$ cat config.mk
export PLATFORM = sky130hd
export DESIGN_NAME = fpp_device_flat
export DESIGN_NICKNAME = d
export VERILOG_FILES = /design/src/verilog/fpp_pkg.sv /design/src/verilog/fpp_link_if.sv /design/src/verilog/sync_edge.sv /design/src/verilog/fpp_device.sv /design/src/flat_wrapper.sv
export VERILOG_INCLUDE_DIRS = /design/src /design/src/verilog
export SDC_FILE = /design/constraint.sdc
export NUM_CORES = 1
export LEC_CHECK = 0
export BUFFER_PORTS_ARGS = -buffer_cell sky130_fd_sc_hd__buf_2
export CORE_MARGIN = 1
export CORE_UTILIZATION = 65
export CTS_CLUSTER_SIZE = 25
export DETAILED_ROUTE_END_ITERATION = 10
export GPL_ROUTABILITY_DRIVEN = 0
export PLACE_DENSITY_LB_ADDON = 0.08
export SYNTH_ARGS = -nofsm -noshare
export SYNTH_HDL_FRONTEND = slang
export SYNTH_HIERARCHICAL = 1
export SYNTH_SLANG_ARGS = --single-unit
$ cat constraint.sdc
create_clock -name clk -period 4 [get_ports clk]
set_input_delay 0.2 -clock clk [delete_from_list [all_inputs] [get_ports clk]]
set_output_delay 0.2 -clock clk [all_outputs]
set_load 0.01 [all_outputs]
$ cat src/verilog/fpp_defines.svh
`ifndef FPP_DEFINES_SVH
`define FPP_DEFINES_SVH
`define CLK_PERIOD_NS 20
`define T_CFG_MIN_NS 2000
`define T_CF2ST0_MAX_NS 600
`define T_STATUS_MIN_US 268
`define T_STATUS_MAX_US 1506
`define T_CF2CK_MIN_US 1506
`define T_ST2CK_MIN_US 2
`define T_CD2UM_MIN_US 175
`define T_CD2UM_MAX_US 437
`define CD2CU_CLK_PERIODS 3'd4
`define DONE_EXTRA_FALLS 3'd2
`define UCLK_INIT_PERIODS 8576
`define POR_CYCLES_DEF 1000
`define CFG_HALF_DEF 4
`define CNT_W 17
`define WCNT_W 24
`define DATA_W 16
`define REG_CTRL 4'h0
`define REG_DATA 4'h4
`define REG_STAT 4'h8
`define CTRL_START 0
`define CTRL_X16 1
`define CTRL_DECOMP 2
`define CTRL_SEC 3
`define CTRL_UCLK 4
`define STAT_IDLE 0
`define STAT_FULL 1
`define STAT_STATUS 2
`define STAT_DONE 3
`define STAT_INIT 4
`define STAT_USER 5
`define OPT_INIT_BIT 0
`define OPT_UCLK_BIT 1
`endif

$ cat src/verilog/fpp_pkg.sv
`include "fpp_defines.svh"
package fpp_pkg;
  typedef enum logic [6:0] {
    D_POR = 7'h01, D_REQ = 7'h02, D_HOLD = 7'h04, D_LOAD = 7'h08,
    D_DONE = 7'h10, D_INIT = 7'h20, D_USER = 7'h40
  } dev_state_t;

  typedef enum logic [6:0] {
    H_IDLE = 7'h01, H_REQ = 7'h02, H_WAIT = 7'h04, H_LOAD = 7'h08,
    H_TAIL = 7'h10, H_UCLK = 7'h20, H_USER = 7'h40
  } host_state_t;

  typedef struct packed {
    dev_state_t st;
    logic [`CNT_W-1:0] cnt;
    logic [2:0] ck_cnt;
    logic [`WCNT_W-1:0] words;
    logic first;
    logic opt_init;
    logic opt_uclk;
    logic status_low;
    logic done_low;
    logic init_low;
    logic [`DATA_W-1:0] word;
    logic word_valid;
    logic user_mode;
  } dev_regs_t;

  typedef struct packed {
    host_state_t st;
    logic [`CNT_W-1:0] cnt;
    logic [`CNT_W-1:0] cnt2;
    logic [7:0] ph;
    logic [2:0] ck_cnt;
    logic x16;
    logic decomp;
    logic sec;
    logic uclk_opt;
    logic [`DATA_W-1:0] word;
    logic full;
    logic busy;
    logic req_n;
    logic ck;
    logic uck;
    logic [`DATA_W-1:0] dout;
    logic [31:0] rdata;
  } host_regs_t;

  function automatic logic [2:0] clocks_per_word(input logic x16, input logic decomp,
                                                 input logic sec);
    if (x16) begin
      clocks_per_word = decomp ? 3'h4 : (sec ? 3'h2 : 3'h1);
    end else begin
      clocks_per_word = decomp ? 3'h2 : 3'h1;
    end
  endfunction : clocks_per_word
endpackage : fpp_pkg

$ cat src/verilog/fpp_link_if.sv
`timescale 1ns/1ps
`include "fpp_defines.svh"
interface fpp_link_if;
  logic config_req_n;
  logic config_clock;
  logic user_init_clock;
  logic [`DATA_W-1:0] data;
  logic status_n_o;
  logic status_n_oe;
  logic done_o;
  logic done_oe;
  logic init_done_o;
  logic init_done_oe;
  logic status_n;
  logic done;
  logic init_done;

  // The three device lines are open drain with pull-ups on the board.
  assign status_n = status_n_oe ? status_n_o : 1'b1;
  assign done = done_oe ? done_o : 1'b1;
  assign init_done = init_done_oe ? init_done_o : 1'b1;

  modport device(input config_req_n, input config_clock, input user_init_clock, input data,
                 output status_n_o, output status_n_oe, output done_o, output done_oe,
                 output init_done_o, output init_done_oe);
  modport host(output config_req_n, output config_clock, output user_init_clock,
               output data, input status_n, input done, input init_done);
endinterface : fpp_link_if

$ cat src/verilog/sync_edge.sv
`timescale 1ns/1ps
module sync_edge #(
  parameter int W = 1
) (
  input wire logic clk,
  input wire logic rst_b,
  input wire logic [W-1:0] pin,
  output logic [W-1:0] level,
  output logic [W-1:0] rise,
  output logic [W-1:0] fall
);
  typedef struct packed {
    logic [W-1:0] s1;
    logic [W-1:0] s2;
    logic [W-1:0] s3;
  } sync_regs_t;

  sync_regs_t s_ff;
  sync_regs_t nxt_s;

  // Only the second stage and its delayed copy feed logic, never the first stage.
  always_comb begin
    nxt_s.s1 = pin;
    nxt_s.s2 = s_ff.s1;
    nxt_s.s3 = s_ff.s2;
  end

  always_ff @(posedge clk) begin
    if (!rst_b) begin
      s_ff <= '0;
    end else begin
      s_ff <= nxt_s;
    end
  end

  assign level = s_ff.s2;
  assign rise = s_ff.s2 & ~s_ff.s3;
  assign fall = ~s_ff.s2 & s_ff.s3;
endmodule : sync_edge

$ cat src/verilog/fpp_device.sv
`timescale 1ns/1ps
`include "fpp_defines.svh"
module fpp_device
  import fpp_pkg::*;
#(
  parameter int POR_CYCLES = `POR_CYCLES_DEF,
  parameter int STATUS_MIN_CYC =
    (`T_STATUS_MIN_US * 1000 + `CLK_PERIOD_NS - 1) / `CLK_PERIOD_NS,
  parameter int INIT_CYCLES =
    (`T_CD2UM_MIN_US * 1000 + `CLK_PERIOD_NS - 1) / `CLK_PERIOD_NS,
  parameter int UCLK_INIT_PERIODS = `UCLK_INIT_PERIODS,
  parameter int IMAGE_WORDS = 64
) (
  input wire logic clk,
  input wire logic rst_b,
  fpp_link_if.device link,
  input wire logic mode_x16,
  input wire logic decompress_en,
  input wire logic security_en,
  output logic [`DATA_W-1:0] word_data,
  output logic word_valid,
  output logic user_mode,
  output logic init_opt
);
  localparam logic [`CNT_W-1:0] POR_LAST = `CNT_W'(POR_CYCLES - 1);
  localparam logic [`CNT_W-1:0] STATUS_LAST = `CNT_W'(STATUS_MIN_CYC - 1);
  localparam logic [`CNT_W-1:0] INIT_LAST = `CNT_W'(INIT_CYCLES - 1);
  localparam logic [`CNT_W-1:0] UCLK_LAST = `CNT_W'(UCLK_INIT_PERIODS - 1);
  localparam logic [`WCNT_W-1:0] WORDS_LAST = `WCNT_W'(IMAGE_WORDS - 1);

  localparam dev_regs_t RESET_REGS = '{
    st: D_POR,
    cnt: '0,
    ck_cnt: 3'h0,
    words: '0,
    first: 1'b0,
    opt_init: 1'b0,
    opt_uclk: 1'b0,
    status_low: 1'b1,
    done_low: 1'b1,
    init_low: 1'b0,
    word: '0,
    word_valid: 1'b0,
    user_mode: 1'b0
  };

  dev_regs_t s_ff;
  dev_regs_t nxt_s;

  logic req_lvl;
  logic ck_rise;
  logic ck_fall;
  logic uc_rise;
  logic [`DATA_W-1:0] data_lvl;
  logic [2:0] ratio;
  logic [`DATA_W-1:0] rx_word;

  sync_edge #(.W(1)) u_req_sync (
    .clk(clk),
    .rst_b(rst_b),
    .pin(link.config_req_n),
    .level(req_lvl),
    .rise(),
    .fall()
  );

  sync_edge #(.W(1)) u_ck_sync (
    .clk(clk),
    .rst_b(rst_b),
    .pin(link.config_clock),
    .level(),
    .rise(ck_rise),
    .fall(ck_fall)
  );

  sync_edge #(.W(1)) u_uc_sync (
    .clk(clk),
    .rst_b(rst_b),
    .pin(link.user_init_clock),
    .level(),
    .rise(uc_rise),
    .fall()
  );

  // Data takes the same two stages as the clock, so a word and its edge stay aligned.
  sync_edge #(.W(`DATA_W)) u_data_sync (
    .clk(clk),
    .rst_b(rst_b),
    .pin(link.data),
    .level(data_lvl),
    .rise(),
    .fall()
  );

  assign ratio = clocks_per_word(mode_x16, decompress_en, security_en);
  assign rx_word = mode_x16 ? data_lvl : {8'h00, data_lvl[7:0]};

  always_comb begin
    nxt_s = s_ff;
    nxt_s.word_valid = 1'b0;
    case (s_ff.st)
      D_POR: begin
        nxt_s.status_low = 1'b1;
        nxt_s.done_low = 1'b1;
        nxt_s.cnt = s_ff.cnt + `CNT_W'(1);
        if (s_ff.cnt == POR_LAST) begin
          nxt_s.cnt = '0;
          if (!req_lvl) begin
            nxt_s.st = D_REQ;
          end else begin
            nxt_s.st = D_LOAD;
            nxt_s.status_low = 1'b0;
            nxt_s.words = '0;
            nxt_s.ck_cnt = 3'h0;
            nxt_s.first = 1'b1;
          end
        end
      end
      D_REQ: begin
        nxt_s.cnt = '0;
        if (req_lvl) begin
          nxt_s.st = D_HOLD;
        end
      end
      D_HOLD: begin
        // Release at the least hold time, which also meets the longest one.
        nxt_s.cnt = s_ff.cnt + `CNT_W'(1);
        if (s_ff.cnt == STATUS_LAST) begin
          nxt_s.status_low = 1'b0;
          nxt_s.st = D_LOAD;
          nxt_s.cnt = '0;
          nxt_s.words = '0;
          nxt_s.ck_cnt = 3'h0;
          nxt_s.first = 1'b1;
        end
      end
      D_LOAD: begin
        if (ck_rise) begin
          if (s_ff.ck_cnt == ratio - 3'h1) begin
            nxt_s.ck_cnt = 3'h0;
            nxt_s.word = rx_word;
            nxt_s.word_valid = 1'b1;
            nxt_s.words = s_ff.words + `WCNT_W'(1);
            if (s_ff.first) begin
              nxt_s.first = 1'b0;
              nxt_s.opt_init = rx_word[`OPT_INIT_BIT];
              nxt_s.opt_uclk = rx_word[`OPT_UCLK_BIT];
              nxt_s.init_low = rx_word[`OPT_INIT_BIT];
            end
            if (s_ff.words == WORDS_LAST) begin
              nxt_s.done_low = 1'b0;
              nxt_s.st = D_DONE;
              nxt_s.ck_cnt = 3'h0;
            end
          end else begin
            nxt_s.ck_cnt = s_ff.ck_cnt + 3'h1;
          end
        end
      end
      D_DONE: begin
        if (ck_fall) begin
          nxt_s.ck_cnt = s_ff.ck_cnt + 3'h1;
          if (s_ff.ck_cnt == `DONE_EXTRA_FALLS - 3'h1) begin
            nxt_s.st = D_INIT;
            nxt_s.cnt = '0;
          end
        end
      end
      D_INIT: begin
        if (s_ff.opt_uclk) begin
          if (uc_rise) begin
            nxt_s.cnt = s_ff.cnt + `CNT_W'(1);
            if (s_ff.cnt == UCLK_LAST) begin
              nxt_s.st = D_USER;
            end
          end
        end else begin
          nxt_s.cnt = s_ff.cnt + `CNT_W'(1);
          if (s_ff.cnt == INIT_LAST) begin
            nxt_s.st = D_USER;
          end
        end
        if (nxt_s.st == D_USER) begin
          nxt_s.init_low = 1'b0;
          nxt_s.user_mode = 1'b1;
        end
      end
      D_USER: begin
        // Config clock edges are not looked at here.
        nxt_s.cnt = '0;
      end
      default: begin
        nxt_s = RESET_REGS;
      end
    endcase
    // A low request restarts from any state but power-on, within a few cycles.
    if (!req_lvl && s_ff.st != D_POR) begin
      nxt_s.st = D_REQ;
      nxt_s.status_low = 1'b1;
      nxt_s.done_low = 1'b1;
      nxt_s.init_low = 1'b0;
      nxt_s.opt_init = 1'b0;
      nxt_s.opt_uclk = 1'b0;
      nxt_s.user_mode = 1'b0;
      nxt_s.word_valid = 1'b0;
      nxt_s.cnt = '0;
    end
  end

  always_ff @(posedge clk) begin
    if (!rst_b) begin
      s_ff <= RESET_REGS;
    end else begin
      s_ff <= nxt_s;
    end
  end

  assign link.status_n_o = 1'b0;
  assign link.status_n_oe = s_ff.status_low;
  assign link.done_o = 1'b0;
  assign link.done_oe = s_ff.done_low;
  assign link.init_done_o = 1'b0;
  assign link.init_done_oe = s_ff.init_low;
  assign word_data = s_ff.word;
  assign word_valid = s_ff.word_valid;
  assign user_mode = s_ff.user_mode;
  assign init_opt = s_ff.opt_init;
endmodule : fpp_device

$ cat src/flat_wrapper.sv
// flat-port wrapper written by rule: the top's interface ports become plain ports
module fpp_device_flat import fpp_pkg::*;
#(
  parameter int POR_CYCLES = `POR_CYCLES_DEF,
  parameter int STATUS_MIN_CYC =
    (`T_STATUS_MIN_US * 1000 + `CLK_PERIOD_NS - 1) / `CLK_PERIOD_NS,
  parameter int INIT_CYCLES =
    (`T_CD2UM_MIN_US * 1000 + `CLK_PERIOD_NS - 1) / `CLK_PERIOD_NS,
  parameter int UCLK_INIT_PERIODS = `UCLK_INIT_PERIODS,
  parameter int IMAGE_WORDS = 64
)
  (clk, rst_b, mode_x16, decompress_en, security_en, word_data, word_valid, user_mode, init_opt, link_config_req_n, link_config_clock, link_user_init_clock, link_data, link_status_n_o, link_status_n_oe, link_done_o, link_done_oe, link_init_done_o, link_init_done_oe);
  fpp_link_if link_i ();
  input wire logic clk;
  input wire logic rst_b;
  input wire logic mode_x16;
  input wire logic decompress_en;
  input wire logic security_en;
  output logic [`DATA_W-1:0] word_data;
  output logic word_valid;
  output logic user_mode;
  output logic init_opt;
  input wire logic [$bits(link_i.config_req_n)-1:0] link_config_req_n;
  input wire logic [$bits(link_i.config_clock)-1:0] link_config_clock;
  input wire logic [$bits(link_i.user_init_clock)-1:0] link_user_init_clock;
  input wire logic [$bits(link_i.data)-1:0] link_data;
  output wire logic [$bits(link_i.status_n_o)-1:0] link_status_n_o;
  output wire logic [$bits(link_i.status_n_oe)-1:0] link_status_n_oe;
  output wire logic [$bits(link_i.done_o)-1:0] link_done_o;
  output wire logic [$bits(link_i.done_oe)-1:0] link_done_oe;
  output wire logic [$bits(link_i.init_done_o)-1:0] link_init_done_o;
  output wire logic [$bits(link_i.init_done_oe)-1:0] link_init_done_oe;
  assign link_i.config_req_n = link_config_req_n;
  assign link_i.config_clock = link_config_clock;
  assign link_i.user_init_clock = link_user_init_clock;
  assign link_i.data = link_data;
  assign link_status_n_o = link_i.status_n_o;
  assign link_status_n_oe = link_i.status_n_oe;
  assign link_done_o = link_i.done_o;
  assign link_done_oe = link_i.done_oe;
  assign link_init_done_o = link_i.init_done_o;
  assign link_init_done_oe = link_i.init_done_oe;
  fpp_device #(.POR_CYCLES(POR_CYCLES), .STATUS_MIN_CYC(STATUS_MIN_CYC), .INIT_CYCLES(INIT_CYCLES), .UCLK_INIT_PERIODS(UCLK_INIT_PERIODS), .IMAGE_WORDS(IMAGE_WORDS)) u_core (.clk(clk), .rst_b(rst_b), .link(link_i), .mode_x16(mode_x16), .decompress_en(decompress_en), .security_en(security_en), .word_data(word_data), .word_valid(word_valid), .user_mode(user_mode), .init_opt(init_opt));
endmodule
# Word level (Yosys, flattened, before mapping)
# Cells that the tools add are included.
# classes
n_reduce_logical,21
mux,44
bitwise_logic,16
eq_ne,37
add_sub_neg,4
# ops
operator,n
$mux W52,2
$pmux W25 S4,1
$mux W24,4
$pmux W17 S5,1
$mux W19,3
$mux W27,2
$eq A17 B14 Y1 const B,3
$pmux W7 S7,1
$mux W7,6
$pmux W17 S2,1
$mux W30,1
$mux W28,1
$add A24 B1 Y24 const B,1
$eq A24 B6 Y1 const B,1
$ne A3 B1 Y1 const B,7
$ne A2 B1 Y1 const B,10
$reduce_and A9 Y1,2
$add A17 B1 Y17 const B,1
$eq A17 B10 Y1 const B,1
$mux W16,1
$pmux W3 S5,1
$reduce_or A5 Y1,3
$eq A7 B7 Y1 const B,2
$not A1 Y1,13
33 further kinds,53
# totals
output_inout_bits,25
register_bits,115
inputBits,24

# Longest topological paths before layout
# depth
ltp_word,9
mapped_depth,10
mapped_depth_nobuf,8

# By module
# The synthesis kept the hierarchy.
# by_module_without_submodules
mod,area_each_um2,cells_each,instances
fpp_device,4250.3,512,1
sync_edge at u_core.u_data_sync,1625.3,149,1
sync_edge at u_core.u_ck_sync ...,91.3,8,3

# Worst setup path before layout
# OpenSTA, ideal clock, no wires.
# synth_path
kind,register to register
start,register u_core/s_ff[61] (netlist name)
end,register u_core/s_ff[42] (netlist name)
path_stages_with_launch,10
required_time_ps,3930
slack_ps,1450
n_path_buf,3
arrival_ps,2480
synth_period_minus_slack_ps,2550
cell_sequence,dfxtp_1 -> buf_6 -> or3_4 -> nor4_4 -> a21boi_2 -> or3_1 -> buf_2 -> buf_6 -> or4_1 -> a21oi_1
# synth_between
elab_chain_len,3
# synth_rtl
element,line,text
"start, declared",fpp_device.sv:47,dev_regs_t s_ff;
"start signal, assigned",fpp_device.sv:214,s_ff <= nxt_s;
$eq A17 B14 Y1 or $eq A17 B10 Y1 (tied branches),"fpp_device.sv:128, fpp_device.sv:106",
$ne A2 B1 Y1 (no line),n/a,
$reduce_and A6 Y1 (no line) *,n/a,
# Mark *: on every way between the ends. The rest lies on a longest branch, timed or not.
# A chain may end at the register's enable or synchronous reset.

# Worst setup path after layout
# layout_path
start,register u_core/s_ff[73] (netlist name)
end,register u_core/s_ff[39] (netlist name)
# layout_between
elab_chain_len,4
# layout_rtl
element,line,text
$eq A7 B2 Y1 (tied with other cells),fpp_device.sv:101,case (s_ff.st)
$reduce_or A4 Y1 (no line),n/a,
$not A1 Y1 (no line),n/a,
$reduce_and A6 Y1 (no line),n/a,
# Parallel ways exist; a longest one is shown, timed or not.

==> impl_metrics.py <==
metrics = {
    "placement": {
        "port_buffers": 45,
        "placement.cell_area_mm2": 0.00545,
        "dp_worst_setup_slack_ns": 1.11,
        "post-dp-hpwl_um": 7620,
    },
    "global_routing": {
        "wire_length_of_the_first_global_routing_pass_um": 20300,
        "grt_pass1_vias": 4254,
        "global_route.overflow_total": 0,
        "grt_start_max_net_pins": 65,
        "grt.total_usage": 0.295,
        "antenna_found_initial": 0,
    },
    "detailed_routing": {
        "route.detailed.vias_per_inst": 6.25,
        "dr.pass1.iters": 5,
        "dr_total_vias": 4722,
        "ant_nets": 0,
        "wl_per_cell_um": 16.5,
        "drt_wl_total_um": 12500,
        "drc_errors": 0,
        "drt-initial-drc-count": 266,
    },
    "setup_path": {
        "crit_path_start_kind": "flip-flop",
        "crit_type": "flip-flop to flip-flop",
        "worst-r2r-cell-count": 6,
        "reg2reg_from": "u_core/s_ff[73]",
        "crit_fanout": 40,
        "critPathRequiredTime_ns": 4.44,
        "cp.arrival_ns": 3.42,
        "worst-r2r-setup-slack_ns": 1.02,
        "reg2reg_to": "u_core/s_ff[39]",
        "crit_path_end_kind": "flip-flop",
    },
    "sta": {
        "fin_worst_hold_slack_ns": 0.184,
        "finClkSkew_ns": 0.0117,
        "slew_headroom": 0.226,
        "timing.final.crit_share": 0.745,
        "rsz_0062_raised_after_global_routing": "false",
        "timing_worst_slew_pin_value_ns": 1.16,
        "fmaxAchievable_mhz": 336,
        "layout_setup_ws_ns": 1.02,
        "setup_viol": 0,
        "post-route-min-period_ns": 2.98,
        "report.final.hold_viol_count": 0,
        "timing.final.max_slew_violations": 0,
        "setup_tns_ns": 0,
    },
    "cts": {
        "root_buffer": "clkbuf_8",
        "tritoncts_clock_tree": "built",
        "clock_tree.buffer_depth": 2,
        "clock_insertion_delay_worst_skew_ns": 0.51,
        "path_clk_slew_ns": 0.06,
        "cts.htree.levels": 4,
        "tritoncts_num_sinks": 115,
        "cts_resizes": 0,
        "tritoncts_buffers": 17,
    },
    "status": {
        "outcome": "complete, no violations",
    },
    "layout": {
        "insertedDiodeCount": 0,
        "drive_above_1_share": 0.142,
        "final_net_count": 666,
        "fin_area_mm2": 0.00621,
        "synthToLayoutAreaGrowth_pct": 13.3,
    },
    "pwr": {
        "highest_ir_drop_seen_on_vdd_mv": 0.369,
        "totalPowerFinal_uw": 3360,
        "power_density_mw_per_mm2": 540,
        "static-leakage-power_uw": 0.00223,
    },
    "logic_synthesis": {
        "synthesis.area_mm2": 0.00548,
        "yosys_warnings": 6,
        "syn-instance-count": 616,
        "post_synth.cell_area_avg_um2": 8.90,
    },
    "floorplanning": {
        "design.core.area_mm2": 0.00818,
        "fp-row-count": 33,
        "start_util": 0.671,
        "ioPinCount": 49,
        "die_area_mm2": 0.00881,
        "die_h_um": 93.9,
        "die_x_um": 93.9,
    },
    "worst_hold_path": {
        "hold_depth": 3,
        "worst_hold_path.endpoint": "u_core/word_data[9]",
        "hold_startpoint": "mode_x16",
        "min_path_type": "primary input to flip-flop",
    },
    "job": {
        "cap_viol_max_count": 0,
    },
}
==> metal layers <==
layer  share of wire  wire [um]  vias up  GRT usage
met4           0.016        203        0      0.112
li1                -          -     2263          -
met5               0          0        -          0
met1            0.43       5320     2259      0.371
met3           0.053        656       22     0.0720
met2            0.50       6270      178      0.487
==> worst max-delay path: stages (launching register included) <==
cell	delay [ns]
dfxtp_1	0.64
nor3_1	0.18
and3_1	0.33
nand3_1	0.17
nand2_1	0.67
or4_1	0.74
a21oi_1	0.17
==> layout by cell type, fill, tap and decap left out, types with 3 or more instances in the layout <==
cell and count:
dfxtp_1 115, buf_2 45, and2_1 42, nor2_1 37, a21oi_1 35, nand2_1 30, or4_1 26, nor2b_1 25
o31ai_1 21, dlygate4sd3_1 19, nand3_1 18, clkbuf_16 16, nor3_1 15, o21ai_0 11, nand4_1 11, xnor2_1 11
inv_1 10, a31oi_1 9, a32oi_1 9, a22oi_1 9, o21ai_1 8, nor4_1 7, and3_1 6, buf_4 6
inv_8 5, and4_1 5, nand4b_1 5, xor2_1 5, nand2b_1 5, or3_1 5, ha_1 5, inv_6 4
o211ai_1 4, nor4b_1 4, nor3b_1 4, o22ai_1 4, clkinv_4 3, a21o_1 3, conb_1 3
==> timing repair <==
| action | 4_1_cts | 5_1_grt |
|---|---|---|
| setup buffers | 0 | 0 |
| endpoints found under the hold margin | 19 | 0 |
| hold buffers | 19 | 0 |
==> final cells by class <==
cell class	instances	area [um2]
inverters	10	37.5
multi-input cells	423	2710
clock inverters	15	163
well taps	105	131
clock buffers	17	414
fillers	582	1960
repair buffers	70	460
flip-flops and latches	115	2300
==> state kept, by name, indices dropped and copies added (netlist names) <==
name	count
u_core/u_uc_sync/nxt_s	1
u_core/link.done_oe	1
u_core/u_uc_sync/s_ff	1
u_core/u_ck_sync/s_ff	1
u_core/link.init_done_oe	1
u_core/word_valid	1
u_core/u_data_sync/level	16
u_core/init_opt	1
u_core/s_ff	53
u_core/u_data_sync/nxt_s	16
u_core/word_data	16
u_core/u_req_sync/level	1
u_core/user_mode	1
u_core/u_ck_sync/nxt_s	1
u_core/u_ck_sync/level	1
u_core/u_uc_sync/level	1
u_core/u_req_sync/nxt_s	1
u_core/link.status_n_oe	1
==> per-stage QoR <==
stage	instances	util
floorplan	618	-
CTS	755	0.760
global placement	704	0.666
global route	755	0.760
finish	755	0.760
detailed placement	704	0.666
==> how the worst max path moves through the flow <==
stage / slack, ns / from / cells past startpoint / to
global placement: 1.19 / u_core/s_ff[51] / 9 / u_core/s_ff[34]
global route: 0.80 / u_core/s_ff[73] / 6 / u_core/s_ff[39]
floorplan: 1.45 / u_core/s_ff[61] / 9 / u_core/s_ff[42]
CTS: 1.09 / u_core/s_ff[69] / 6 / u_core/s_ff[39]
finish: 1.02 / u_core/s_ff[73] / 6 / u_core/s_ff[39]
detailed placement: 1.11 / u_core/s_ff[69] / 6 / u_core/s_ff[45]
==> power by group <==
group	switching, uW	internal, uW
Clock	611	854
Sequential	68.3	1200
Combinational	399	226
Total	1080	2280
Power figures use the tool's default switching activity.
